--- src/spw_pkg.sv ---
// spw_pkg: register map, field positions, reset values and timing figures
// of the single-output pwm channel with its three 8-bit period timers.
// assumes a 32-bit apb slave with byte addresses, one register per word.
package spw_pkg;
  // byte offsets
  localparam logic [7:0] ADR_CTRL   = 8'h00;  // module_control
  localparam logic [7:0] ADR_DUTYH  = 8'h04;  // duty_high_bits
  localparam logic [7:0] ADR_SHADOW = 8'h08;  // duty_shadow
  localparam logic [7:0] ADR_TSEL   = 8'h0c;  // timer_select_reg
  localparam logic [7:0] ADR_DIR    = 8'h10;  // pin_direction
  localparam logic [7:0] ADR_FLAG   = 8'h14;  // period_flag per timer, w1c
  localparam logic [7:0] ADR_TCTL   = 8'h18;  // timer_control 0..2
  localparam logic [7:0] ADR_PLIM   = 8'h24;  // period_limit 0..2
  localparam logic [7:0] ADR_PCNT   = 8'h30;  // period_counter 0..2
  localparam int         NUM_TMR    = 3;
  // module_control fields
  localparam int         CTRL_DLO_LSB  = 4;   // duty_low_bits at 5:4
  localparam logic [1:0] CTRL_MODE_PWM = 2'h3; // mode bits 3:2 = 11
  // timer_control fields
  localparam int         TCTL_RUN_BIT  = 2;   // timer_run
  localparam int         TCTL_POST_LSB = 3;   // postscale 6:3
  // reset values
  localparam logic [7:0] RST_CTRL  = 8'h00;
  localparam logic [7:0] RST_DUTY  = 8'h00;
  localparam logic [1:0] RST_TSEL  = 2'h0;
  localparam logic       RST_DIR   = 1'b1;    // pin is an input
  localparam logic [6:0] RST_TCTL  = 7'h00;
  localparam logic [7:0] RST_PLIM  = 8'hff;
  // prescale select codes and divider terminal counts
  typedef enum logic [1:0] {
    SPW_PRE1  = 2'b00,
    SPW_PRE4  = 2'b01,
    SPW_PRE16 = 2'b10
  } spw_pre_t;
  localparam logic [3:0] PRE_END1  = 4'h0;
  localparam logic [3:0] PRE_END4  = 4'h3;
  localparam logic [3:0] PRE_END16 = 4'hf;
  localparam int         TOSC_PER_INC = 4;    // clock periods per timer step at 1:1
endpackage : spw_pkg

--- src/spw_timer.sv ---
// spw_timer: one 8-bit period timer with prescaler and 2-bit time-base
// extension. assumes run, freeze and limit come from logic on pclk.
`timescale 1ns/1ps
module spw_timer (
  input  wire logic              pclk,
  input  wire logic              presetn,
  input  wire logic              run,
  input  wire logic              frz,
  input  wire spw_pkg::spw_pre_t pre_sel,
  input  wire logic [7:0]        limit,
  output logic      [7:0]        cnt,
  output logic      [1:0]        low,
  output logic                   wrap
);
  import spw_pkg::*;

  logic [3:0] div_ff;
  logic [1:0] sub_ff;
  logic [7:0] cnt_ff;
  logic       adv;
  logic       div_end;
  logic       step;
  logic [1:0] nxt_sub;
  logic [7:0] nxt_cnt;

  // terminal count of the prescaler divider
  function automatic logic [3:0] pre_end(input spw_pre_t s);
    case (s)
      SPW_PRE1:  pre_end = PRE_END1;
      SPW_PRE4:  pre_end = PRE_END4;
      SPW_PRE16: pre_end = PRE_END16;
      default:   pre_end = PRE_END16;
    endcase
  endfunction : pre_end

  // sleep freezes everything, so counting resumes where it stopped
  assign adv     = run & ~frz;
  assign div_end = (div_ff == pre_end(pre_sel));
  assign step    = adv & div_end & (sub_ff == 2'h3);
  assign wrap    = step & (cnt_ff == limit);
  // the channel sees the base that this edge is about to show, so its
  // registered set and clear land on the same edges as the base itself
  assign nxt_sub = (adv && div_end) ? sub_ff + 2'h1 : sub_ff;
  assign nxt_cnt = step ? (wrap ? 8'h00 : cnt_ff + 8'h01) : cnt_ff;
  assign cnt     = nxt_cnt;
  assign low     = nxt_sub;

  // prescaler divider
  always_ff @(posedge pclk or negedge presetn) begin
    if (!presetn) begin
      div_ff <= 4'h0;
    end else if (adv) begin
      div_ff <= div_end ? 4'h0 : div_ff + 4'h1;
    end
  end

  // two low time-base bits: a count of prescaler rollovers, the clock phase at 1:1
  always_ff @(posedge pclk or negedge presetn) begin
    if (!presetn) begin
      sub_ff <= 2'h0;
    end else if (adv && div_end) begin
      sub_ff <= sub_ff + 2'h1;
    end
  end

  // period counter clears on the step after it equals the limit
  always_ff @(posedge pclk or negedge presetn) begin
    if (!presetn) begin
      cnt_ff <= 8'h00;
    end else if (step) begin
      cnt_ff <= wrap ? 8'h00 : cnt_ff + 8'h01;
    end
  end
endmodule : spw_timer

--- src/spw_pwm.sv ---
// spw_pwm: standard pwm channel with apb registers, timer selection and
// double-buffered 10-bit duty. assumes a zero-wait-capable apb master on
// pclk and a sleep request that is synchronous to pclk.
// the output is a register: it rises on the wrap edge and falls on the edge at
// which the time base reaches the buffered duty, so high time is exact.
// duty writes wait in duty_high_bits and module_control until the next wrap;
// limitation: a stopped or unselected timer freezes the output level, and a
// duty beyond the period keeps it high for the whole period.
//
// Notes on behaviour
// - after counter equals limit, next step clears it, sets output, loads shadow.
// - a zero duty value never sets the output at period start.
// - period is (limit+1) times four clocks times prescale factor.
// - postscale bits are stored but never affect pwm timing.
// - duty is duty_high_bits above the two duty_low_bits of module_control.
// - duty registers take writes any time; value applies next period.
// - in pwm mode duty_shadow reads back and ignores writes.
// - duty buffered in shadow plus hidden two-bit latch, no glitches.
// - time base is counter plus two bits counting prescaler rollovers.
// - output clears when time base equals buffered duty.
// - high time equals duty times clock period times prescale.
// - resolution is log2 of four times (limit+1) bits.
// - duty beyond the period never matches, output holds.
// - sleep freezes counter and channel, output level held.
// - a two-bit field routes one of three timers to the channel.
// - period flag sets on each rollover of a timer.
// - writing zero to module_control releases the pin.
// - pwm reaches the pin only while pin_direction is output.
// - reset restores all registers and makes the pin an input.
//
// The implementer's own choices: the register addresses and the APB interface to the registers.
`timescale 1ns/1ps
module spw_pwm (
  input  wire logic        pclk,
  input  wire logic        presetn,
  input  wire logic        psel,
  input  wire logic        penable,
  input  wire logic        pwrite,
  input  wire logic [7:0]  paddr,
  input  wire logic [31:0] pwdata,
  output logic      [31:0] prdata,
  output logic             pready,
  output logic             pslverr,
  input  wire logic        sleep_req,
  output logic             pwm_output,
  output logic             pwm_output_oe
);
  import spw_pkg::*;

  logic [7:0]  ctrl_ff;
  logic [7:0]  duty_high_ff;
  logic [7:0]  shadow_ff;
  logic [1:0]  latch_ff;
  logic [1:0]  tsel_ff;
  logic        dir_ff;
  logic [2:0]  flag_ff;
  logic [6:0]  tctl_ff [0:NUM_TMR-1];
  logic [7:0]  plim_ff [0:NUM_TMR-1];
  logic        out_ff;
  logic        oe_ff;
  logic [31:0] prdata_ff;
  logic        slverr_ff;
  logic [7:0]  cnt_w   [0:NUM_TMR-1];
  logic [1:0]  low_w   [0:NUM_TMR-1];
  logic [2:0]  wrap_w;
  logic        wr;
  logic        setup;
  logic        pwm_mode;
  logic        s_wrap;
  logic [9:0]  s_base;
  logic [9:0]  duty_new;
  logic [9:0]  duty_buf;
  logic [31:0] rd_val;
  logic        rd_ok;

  // one-hot hit on a group of three consecutive timer registers
  function automatic logic [2:0] hit3(input logic [7:0] a, input logic [7:0] base);
    hit3 = {a == base + 8'h08, a == base + 8'h04, a == base};
  endfunction : hit3

  // slot index of a one-hot timer hit
  function automatic logic [1:0] slot(input logic [2:0] h);
    slot = h[2] ? 2'h2 : (h[1] ? 2'h1 : 2'h0);
  endfunction : slot

  // three shared timers; postscale bits 6:3 are deliberately not wired
  // all three run side by side, so a selection switch finds a live base
  for (genvar i = 0; i < NUM_TMR; i++) begin : g_tmr
    spw_timer u_tmr (
      .pclk    (pclk),
      .presetn (presetn),
      .run     (tctl_ff[i][TCTL_RUN_BIT]),
      .frz     (sleep_req),
      .pre_sel (spw_pre_t'(tctl_ff[i][1:0])),
      .limit   (plim_ff[i]),
      .cnt     (cnt_w[i]),
      .low     (low_w[i]),
      .wrap    (wrap_w[i])
    );
  end

  // apb phases: read data is captured in setup so it comes from a flop
  assign setup  = psel & ~penable;
  assign wr     = psel & penable & pwrite;
  assign pready = psel & penable;
  assign prdata  = prdata_ff;
  assign pslverr = slverr_ff & pready;

  // selected time base; code 3 selects no timer and stops the channel
  // (the base then reads zero, so only a zero duty can still clear the output)
  assign pwm_mode = (ctrl_ff[3:2] == CTRL_MODE_PWM);
  assign s_wrap   = (tsel_ff != 2'h3) & wrap_w[tsel_ff];
  assign s_base   = (tsel_ff != 2'h3) ? {cnt_w[tsel_ff], low_w[tsel_ff]} : 10'h000;
  assign duty_new = {duty_high_ff, ctrl_ff[CTRL_DLO_LSB+1:CTRL_DLO_LSB]};
  assign duty_buf = {shadow_ff, latch_ff};

  // read mux
  // unmapped words read zero and raise pslverr in the access phase
  always_comb begin
    rd_val = 32'h0000_0000;
    rd_ok  = 1'b1;
    if (paddr == ADR_CTRL) begin
      rd_val = {24'h000000, ctrl_ff};
    end else if (paddr == ADR_DUTYH) begin
      rd_val = {24'h000000, duty_high_ff};
    end else if (paddr == ADR_SHADOW) begin
      rd_val = {24'h000000, shadow_ff};
    end else if (paddr == ADR_TSEL) begin
      rd_val = {30'h00000000, tsel_ff};
    end else if (paddr == ADR_DIR) begin
      rd_val = {31'h00000000, dir_ff};
    end else if (paddr == ADR_FLAG) begin
      rd_val = {29'h00000000, flag_ff};
    end else if (|hit3(paddr, ADR_TCTL)) begin
      rd_val = {25'h0000000, tctl_ff[slot(hit3(paddr, ADR_TCTL))]};
    end else if (|hit3(paddr, ADR_PLIM)) begin
      rd_val = {24'h000000, plim_ff[slot(hit3(paddr, ADR_PLIM))]};
    end else if (|hit3(paddr, ADR_PCNT)) begin
      rd_val = {24'h000000, cnt_w[slot(hit3(paddr, ADR_PCNT))]};
    end else begin
      rd_ok = 1'b0;
    end
  end

  // read data and error captured at the setup edge
  // capturing early costs nothing here: pready never waits
  always_ff @(posedge pclk or negedge presetn) begin
    if (!presetn) begin
      prdata_ff <= 32'h0000_0000;
      slverr_ff <= 1'b0;
    end else if (setup) begin
      prdata_ff <= pwrite ? 32'h0000_0000 : rd_val;
      slverr_ff <= ~rd_ok;
    end
  end

  // channel configuration registers
  // writes land only in the access cycle, so a lone setup changes nothing
  always_ff @(posedge pclk or negedge presetn) begin
    if (!presetn) begin
      ctrl_ff      <= RST_CTRL;
      duty_high_ff <= RST_DUTY;
      tsel_ff      <= RST_TSEL;
      dir_ff       <= RST_DIR;
    end else if (wr) begin
      if (paddr == ADR_CTRL) ctrl_ff <= pwdata[7:0];
      if (paddr == ADR_DUTYH) duty_high_ff <= pwdata[7:0];
      if (paddr == ADR_TSEL) tsel_ff <= pwdata[1:0];
      if (paddr == ADR_DIR) dir_ff <= pwdata[0];
    end
  end

  // timer control and period limits
  always_ff @(posedge pclk or negedge presetn) begin
    if (!presetn) begin
      for (int i = 0; i < NUM_TMR; i++) begin
        tctl_ff[i] <= RST_TCTL;
        plim_ff[i] <= RST_PLIM;
      end
    end else if (wr) begin
      if (|hit3(paddr, ADR_TCTL)) tctl_ff[slot(hit3(paddr, ADR_TCTL))] <= pwdata[6:0];
      if (|hit3(paddr, ADR_PLIM)) plim_ff[slot(hit3(paddr, ADR_PLIM))] <= pwdata[7:0];
    end
  end

  // period flags: a rollover in the clearing cycle still sets the flag
  always_ff @(posedge pclk or negedge presetn) begin
    if (!presetn) begin
      flag_ff <= 3'h0;
    end else begin
      flag_ff <= (flag_ff & ~((wr && paddr == ADR_FLAG) ? pwdata[2:0] : 3'h0)) | wrap_w;
    end
  end

  // duty buffer: in pwm mode loaded only at the period boundary, frozen in sleep
  // a mid-period write reaches only duty_high_ff and ctrl_ff; the compare uses this buffer
  always_ff @(posedge pclk or negedge presetn) begin
    if (!presetn) begin
      shadow_ff <= RST_DUTY;
      latch_ff  <= 2'h0;
    end else if (pwm_mode && s_wrap && !sleep_req) begin
      shadow_ff <= duty_high_ff;
      latch_ff  <= ctrl_ff[CTRL_DLO_LSB+1:CTRL_DLO_LSB];
    end else if (!pwm_mode && wr && paddr == ADR_SHADOW) begin
      shadow_ff <= pwdata[7:0];
    end
  end

  // output level: set at the boundary, cleared on match; a duty beyond
  // the period simply never matches, so the level is kept
  always_ff @(posedge pclk or negedge presetn) begin
    if (!presetn) begin
      out_ff <= 1'b0;
    end else if (!pwm_mode) begin
      out_ff <= 1'b0;
    end else if (sleep_req) begin
      out_ff <= out_ff;
    end else if (s_wrap) begin
      out_ff <= (duty_new != 10'h000);
    end else if (s_base == duty_buf) begin
      out_ff <= 1'b0;
    end
  end

  // pin driver: only in pwm mode and with the direction set to output
  // registered so the pin enable never glitches on a decode
  always_ff @(posedge pclk or negedge presetn) begin
    if (!presetn) begin
      oe_ff <= 1'b0;
    end else begin
      oe_ff <= pwm_mode & ~dir_ff;
    end
  end

  assign pwm_output    = out_ff;
  assign pwm_output_oe = oe_ff;
endmodule : spw_pwm

--- config.mk ---
export PLATFORM = sky130hd
export DESIGN_NAME = spw_pwm
export DESIGN_NICKNAME = d
export VERILOG_FILES = /design/src/spw_pkg.sv /design/src/spw_timer.sv /design/src/spw_pwm.sv
export SDC_FILE = /design/constraint.sdc
export NUM_CORES = 1
export LEC_CHECK = 0
export ABC_AREA = 1
export ABC_CLOCK_PERIOD_IN_PS = 6100
export BUFFER_PORTS_ARGS = -buffer_cell sky130_fd_sc_hd__buf_2
export CORE_MARGIN = 2
export CORE_UTILIZATION = 24
export CTS_BUF_LIST = sky130_fd_sc_hd__clkbuf_8 sky130_fd_sc_hd__clkbuf_16
export DETAILED_ROUTE_END_ITERATION = 12
export PLACE_DENSITY_LB_ADDON = 0.12
export SLEW_MARGIN = 10
export SYNTH_ARGS = -nofsm -noshare
export SYNTH_HDL_FRONTEND = slang
export SYNTH_SLANG_ARGS = --single-unit
--- constraint.sdc ---
create_clock -name pclk -period 6.1 [get_ports pclk]
set_input_delay 0.305 -clock pclk [delete_from_list [all_inputs] [get_ports pclk]]
set_output_delay 0.305 -clock pclk [all_outputs]
set_load 0.03 [all_outputs]
[Yosys cells after proc, flatten, opt, wreduce, memory -nomap -nowiden]
Index checks and enable logic that the tools add are counted.
Storage, ports and cells
  bits of input ports: 46
  output and inout bits: 36
  word-level logic and storage cells: 201
  bits in registers: 154
Operators by class
  eq/ne operators: 31
  reductions and logical operators: 28
  bitwise operators: 29
  add/sub/neg operators: 9
  multiplexer cells: 71
  order comparisons: 7
Operators with widths (count)
  2-to-1 mux 8 bit: 22
  2-to-1 mux 32 bit: 3
  == test 8 x 6 -> 1 bit (second input constant): 7
  binary-select mux 8 bit (select 2 bit): 3
  == test 8 x 5 -> 1 bit (second input constant): 4
  adder 8 x 1 -> 8 bit (second input constant): 3
  bitwise mux 24 bit: 1
  == test 8 bit: 3
  case mux 4 bit (2 select lines): 3
  bitwise mux 21 bit: 1
  2-to-1 mux 7 bit: 3
  bitwise AND 1 bit: 18
  2-to-1 mux 1 bit: 17
  demux 8 bit (select 2 bit): 1
  == test 8 x 4 -> 1 bit (second input constant): 2
  2-to-1 mux 2 bit: 8
  binary-select mux 7 bit (select 2 bit): 1
  demux 7 bit (select 2 bit): 1
  AND reduction 2 bit: 7
  adder 4 x 1 -> 4 bit (second input constant): 3
  == test 4 bit: 3
  greater-or-equal comparator 3 bit (second input constant): 4
  2-to-1 mux 4 bit: 3
  NOT 2 -> 3 bit: 4
  other kinds (24): 50

[Longest topological paths before layout]
  word-level depth: 21
  depth in mapped cells: 21
  mapped depth without buffers: 21

[By module]
From an unflattened synthesis, not the netlist that was laid out.
Unflattened totals
  cells, all modules: 1064
  area, all modules: 7955.1 um^2
Modules (own cells, without submodules)
  spw_pwm: cells each 700, instances 1, seq. area each 2233.4 um^2, area an instance 5127.4 um^2
  spw_timer at g_tmr[0].u_tmr ...: cells each 122, instances 2, seq. area each 350.3 um^2, area an instance 940.9 um^2
  spw_timer at g_tmr[2].u_tmr: cells each 120, instances 1, seq. area each 350.3 um^2, area an instance 945.9 um^2

[Worst setup path before layout]
Ideal clock, no wire load.
  kind: register to register
  from: reg plim_ff[13] in the netlist's numbering
  to: reg shadow_ff[6]
  stages on the path, launching flop included: 18
  required time: 5962 ps
  path slack: 4147 ps
  clock period less this slack: 1953 ps
  library setup time: 138 ps
  data arrival time: 1815 ps
  buffers on the path: 0
  cell sequence: dfstp_2 -> inv_1 -> nand2_1 -> nand2_1 -> nor2_1 -> nand2_1 -> nor2_4 -> inv_2 -> nor2_2 -> nand2_1 -> o21ai_2 -> a21oi_2 -> nor2_4 -> inv_2 -> nand2_2 -> inv_2 -> nand2_1 -> o221ai_1
Between the ends
  cells in the longest elaborated chain, start to end: 8
  elaborated cells between the ends (all ways): 9
  classes of those cells: 1 x eq/ne; 3 x mux; 2 x bitwise; 3 x reduce/logical
Ends and longest elaborated chain
  start, declared: line spw_pwm.sv:58  | logic [7:0] plim_ff [0:NUM_TMR-1];
  start signal, assigned by index: line spw_pwm.sv:182  | if (|hit3(paddr, ADR_PLIM)) plim_ff[slot(hit3(paddr, ADR_PLIM))] <= pwdata[7:0];
  == test 8 bit (*): line spw_timer.sv:40  | assign wrap = step & (cnt_ff == limit);
  bitwise AND 1 bit (*): line spw_timer.sv:40
  binary-select mux 1 bit (select 2 bit) (*): line spw_pwm.sv:112  | assign s_wrap = (tsel_ff != 2'h3) & wrap_w[tsel_ff];
  2-to-1 mux 1 bit (not written as such) (*): line spw_pwm.sv:112
  bitwise AND 1 bit (*): line spw_pwm.sv:112
  logical AND 1 bit (*) (2 in a row): line spw_pwm.sv:201  | end else if (pwm_mode && s_wrap && !sleep_req) begin
  2-to-1 mux 8 bit / nonzero test 2 bit (equally long branches)
  end signal, assigned: line spw_pwm.sv:202  | shadow_ff <= duty_high_ff;
  end signal, assigned: line spw_pwm.sv:205  | shadow_ff <= pwdata[7:0];
  end, declared: line spw_pwm.sv:52  | logic [7:0] shadow_ff;
Every way passes the cells marked *; elsewhere a longest branch is shown, timed or not. The select of a mux whose other input is x is not followed.
A chain may end at the register's enable or synchronous reset.

[Worst setup path after layout]
  from: reg tsel_ff[0]
  to: reg out_ff (netlist: pwm_output)
Between the ends
  cells in the longest elaborated chain, start to end: 8
  elaborated cells between the ends (all ways): 18
  classes of those cells: 3 x eq/ne; 12 x mux; 2 x bitwise; 1 x reduce/logical
Ends and longest elaborated chain
  start, declared: line spw_pwm.sv:54  | logic [1:0] tsel_ff;
  start signal, assigned: line spw_pwm.sv:168  | if (paddr == ADR_TSEL) tsel_ff <= pwdata[1:0];
  NOT 2 -> 3 bit (not written as such): line spw_pwm.sv:113  | assign s_base = (tsel_ff != 2'h3) ? {cnt_w[tsel_ff], low_w[tsel_ff]} : 10'h000;
  binary-select mux 2 bit (select 2 bit) / binary-select mux 8 bit (select 2 bit) (equally long branches): line spw_pwm.sv:113
  2-to-1 mux 2 bit (not written as such) / 2-to-1 mux 8 bit (equally long branches) (2 in a row): line spw_pwm.sv:113
  2-to-1 mux 10 bit: line spw_pwm.sv:113
  == test 10 bit: line spw_pwm.sv:220  | end else if (s_base == duty_buf) begin
  != test 3 x 1 -> 1 bit (no line)
  AND reduction 2 bit (no line)
  end signal, assigned: line spw_pwm.sv:217  | out_ff <= out_ff;
  end signal, assigned: line spw_pwm.sv:219  | out_ff <= (duty_new != 10'h000);
  end, declared: line spw_pwm.sv:59  | logic out_ff;
Several ways; a longest one is shown, not always the timed one. The select of a mux whose other input is x is not followed.

==> results.ini <==
[outcome]
status=finished with violations
violations=negative hold slack

[power_and_ir_drop]
leakage_nw=4.33
p_int_mw=1.47
power.switching_uw=555
ir_worst_vdd_mv=0.117
seq_power_share_pct=44.1
power.density_nw_per_um2=221
switching_share_pct=27.4
pwr-share-clk_pct=49.4
combPwrFrac_pct=6.5

[logic_synthesis]
ys_types=45
avgSynthCellArea_um2=7.15
ys.flop_type=dfrtp_1
synthTopCellsByArea=dfrtp_1, nand2_1, dfstp_2, o21ai_0, inv_1
synth_top_area_share_pct=32.7
syn_inst=1125
ys_seq_area_share_pct=40.8
synth-edff-count=0
ys_async_sr_fraction_pct=100
yosys_warnings=0
synth_area_um2=8050
yosysTopAreaCell=dfrtp_1
synth-seq-cells=130

[clocking]
cts_hold_buf=0
cts_tree=built
post_cts_buffers=0
cts_resized=0
path_clk_slew_ps=60
clock_latency_ps=440
htreeDepth=4
clkSinkCount=130
clock_path_buffers=2
cts_root_buf=clkbuf_16
cts_made_buffers=17

[cells_and_area]
fin_cells=1620
nets=1212
area_growth_pct=14.0
final_area_um2=9180
utilization_pct=27.6
layout-drive-gt1-share_pct=13.0
nFillCells=3741

[route]
vias_per_cell=4.46
drc=0
drt_iter0_markers=583
ant_nets=0
dr.pass1.iters=5
finalWirelength_um=28100
vias=7231
wl_per_cell_um=17.3

[placed_design]
gp_congestion=0.834
place_area_um2=8610
dp.cells=1586
post-dp-hpwl_um=20700
port_buffers=33

[setup_path]
cp.required_ps=6430
arrival_ps=3200
cpMostUsedCell=nand2_1
crit_path_max_fanout=21
crit_type=reg -> reg
r2r-end=pwm_output
reg2reg_from=tsel_ff[0]
rrSetupSlack_ps=3230
crit_family=simple AND/OR/NAND/NOR gates
worst_setup_path_start_kind=register
worstRegToRegCells=13
max_stage_delay_ps=850
cp_num_buf_inv=1
crit_chain=inv_1, o211ai_1, nand3_1, nand3_1, nand2_1, nor2_1, nand2_1, nor2_1, nand3_1, nand2_1, nand2_1, nand2_1, nand2_1
worstSetupEndpointType=register
cp_slowest_cell=dfrtp_1

[grt]
grt_overflow=0
grtUsageTotal_pct=16.5
grt_pass1_wl_um=43400
grt_max_degree=93
antenna_found_initial=0
grt_pass1_vias=7069

[sta]
finalMaxSlewViolations=0
worstMarginPinSlew_ps=914
final-setup-viol-count=0
relSlewSlack_pct=39.1
period_share_pct=47.1
tns_ps=0
fmax_mhz=348
timing.hold.ws_ps=-28.0
rsz0062_at_grt=false
finalCriticalPeriod_ps=2870
hold_violations=40
worst_clock_skew_ps=10.1

[floorplan]
pin_count=82
die_w_um=187
start_util_pct=24.2
chipHeight_um=187
dieArea_um2=35000
core_area_um2=33300
num_rows=67

[flow_run]
drv_cap=0

[hold_path]
min_path_type=in -> async

[per-layer routing]
| metal | track usage, % | part of all wire [%] | wire length [µm] | vias to the layer above |
|---|---|---|---|---|
| li1 | - | - | - | 3663 |
| met1 | 23.1 | 49 | 13700 | 3385 |
| met2 | 26.4 | 46 | 12900 | 153 |
| met3 | 2.16 | 3.3 | 928 | 30 |
| met4 | 5.53 | 1.9 | 528 | 0 |
| met5 | 0 | 0 | 0 | - |
[worst register-to-register path, delay by kind of cell, from the launching register on]
kind,cells,cell delay (ps)
AOI/OAI and AO/OA,1,260
and+or+nand+nor,11,1120
buffers and inverters,1,540
DFF,1,850
[per-stage QoR]
stage	worst slack, ps	power, mW
floorplan	4150	0.990
global placement	3130	1.04
detailed placement	3090	1.04
CTS	3200	2.06
global route	2970	2.11
finish	3230	2.02
[power groups by stage]
stage | sequential [mW] | combinational (mW) | clock [mW]
floorplan | 0.904 | 0.0863 | 0
global placement | 0.907 | 0.135 | 0
detailed placement | 0.907 | 0.136 | 0
CTS | 0.892 | 0.136 | 1.03
global route | 0.893 | 0.149 | 1.07
finish | 0.892 | 0.133 | 1.00
[sequential cells by signal (all words and copies together) (netlist names)]
| signal | count |
|---|---|
| ctrl_ff | 8 |
| dir_ff | 1 |
| duty_high_ff | 8 |
| flag_ff | 3 |
| g_tmr.u_tmr.cnt_ff | 24 |
| g_tmr.u_tmr.div_ff | 12 |
| g_tmr.u_tmr.sub_ff | 6 |
| latch_ff | 2 |
| plim_ff | 24 |
| prdata | 8 |
| pwm_output | 1 |
| pwm_output_oe | 1 |
| shadow_ff | 8 |
| slverr_ff | 1 |
| tctl_ff | 21 |
| tsel_ff | 2 |
[cell usage after synthesis, types with 5 or more instances]
master	instances
nand2_1	354
o21ai_2	5
clkbuf_1	15
nand2_2	6
o21ai_0	102
o211ai_1	12
nor2_4	7
o22ai_1	8
ha_1	9
inv_2	21
nor3_1	9
dfrtp_1	105
nor2_2	5
o21ai_1	24
buf_2	5
xor2_1	16
buf_4	24
o221ai_1	10
dfstp_2	25
inv_1	134
nand4_1	16
nor2_1	65
a21oi_1	32
nand3_1	72
[how the worst max path moves through the flow]
stage	slack, ps	end	cells past startpoint	start
after global routing	2970	pwm_output	13	tsel_ff[0]
after floorplan	4150	shadow_ff[6]	17	plim_ff[13]
after detailed placement	3090	prdata[2]	13	paddr[7]
after global placement	3130	prdata[2]	13	paddr[7]
final	3230	pwm_output	13	tsel_ff[0]
after CTS	3200	pwm_output	13	tsel_ff[0]
[final cells by class]
type / count / area, µm² / area share (%)
inverter: 159 / 602 / 6.56
clock inverter: 15 / 135 / 1.47
multi-input combinational: 814 / 3980 / 43.3
tap: 448 / 561 / 6.11
clock buffer: 17 / 425 / 4.64
sequential: 130 / 3280 / 35.8
antenna: 2 / 5.00 / 0.0545
timing repair buffer: 35 / 186 / 2.03
[cells by family (layout without fill, tap and decap cells)]
family,after synthesis,after routing,share of synthesized area [%]
XOR/XNOR,20,20,2.18
AND/OR/NAND/NOR,556,556,30.3
multiplexers,3,3,0.420
adder cells (fa/ha/maj),9,9,1.40
other,1,26,0.0466
flip-flops,130,130,40.8
buffers and inverters,204,226,10.9
AO/OA/AOI/OAI,202,202,14.0
[cell usage in the layout (no fill, tap or decap), types with 4 or more instances in the layout]
cell type | Yosys | routed
o21ai_0 | 102 | 102
xor2_1 | 16 | 16
o211ai_1 | 12 | 12
ha_1 | 9 | 9
nand3b_1 | 4 | 4
a21oi_1 | 32 | 32
inv_1 | 134 | 134
nand2_1 | 354 | 354
nand3_1 | 72 | 72
clkbuf_16 | 0 | 17
a31oi_1 | 4 | 4
o21ai_2 | 5 | 5
dfstp_2 | 25 | 25
nor2_4 | 7 | 7
inv_2 | 21 | 21
o21ai_1 | 24 | 24
and2_1 | 4 | 4
conb_1 | 1 | 24
xnor2_1 | 4 | 4
nor2_2 | 5 | 6
o221ai_1 | 10 | 10
dfrtp_1 | 105 | 105
nand4_1 | 16 | 16
clkinvlp_4 | 0 | 5
buf_2 | 5 | 32
nor2_1 | 65 | 64
nand2_2 | 6 | 6
nor3_1 | 9 | 9
o22ai_1 | 8 | 8
No activity file was read; power rests on OpenSTA's default activity.
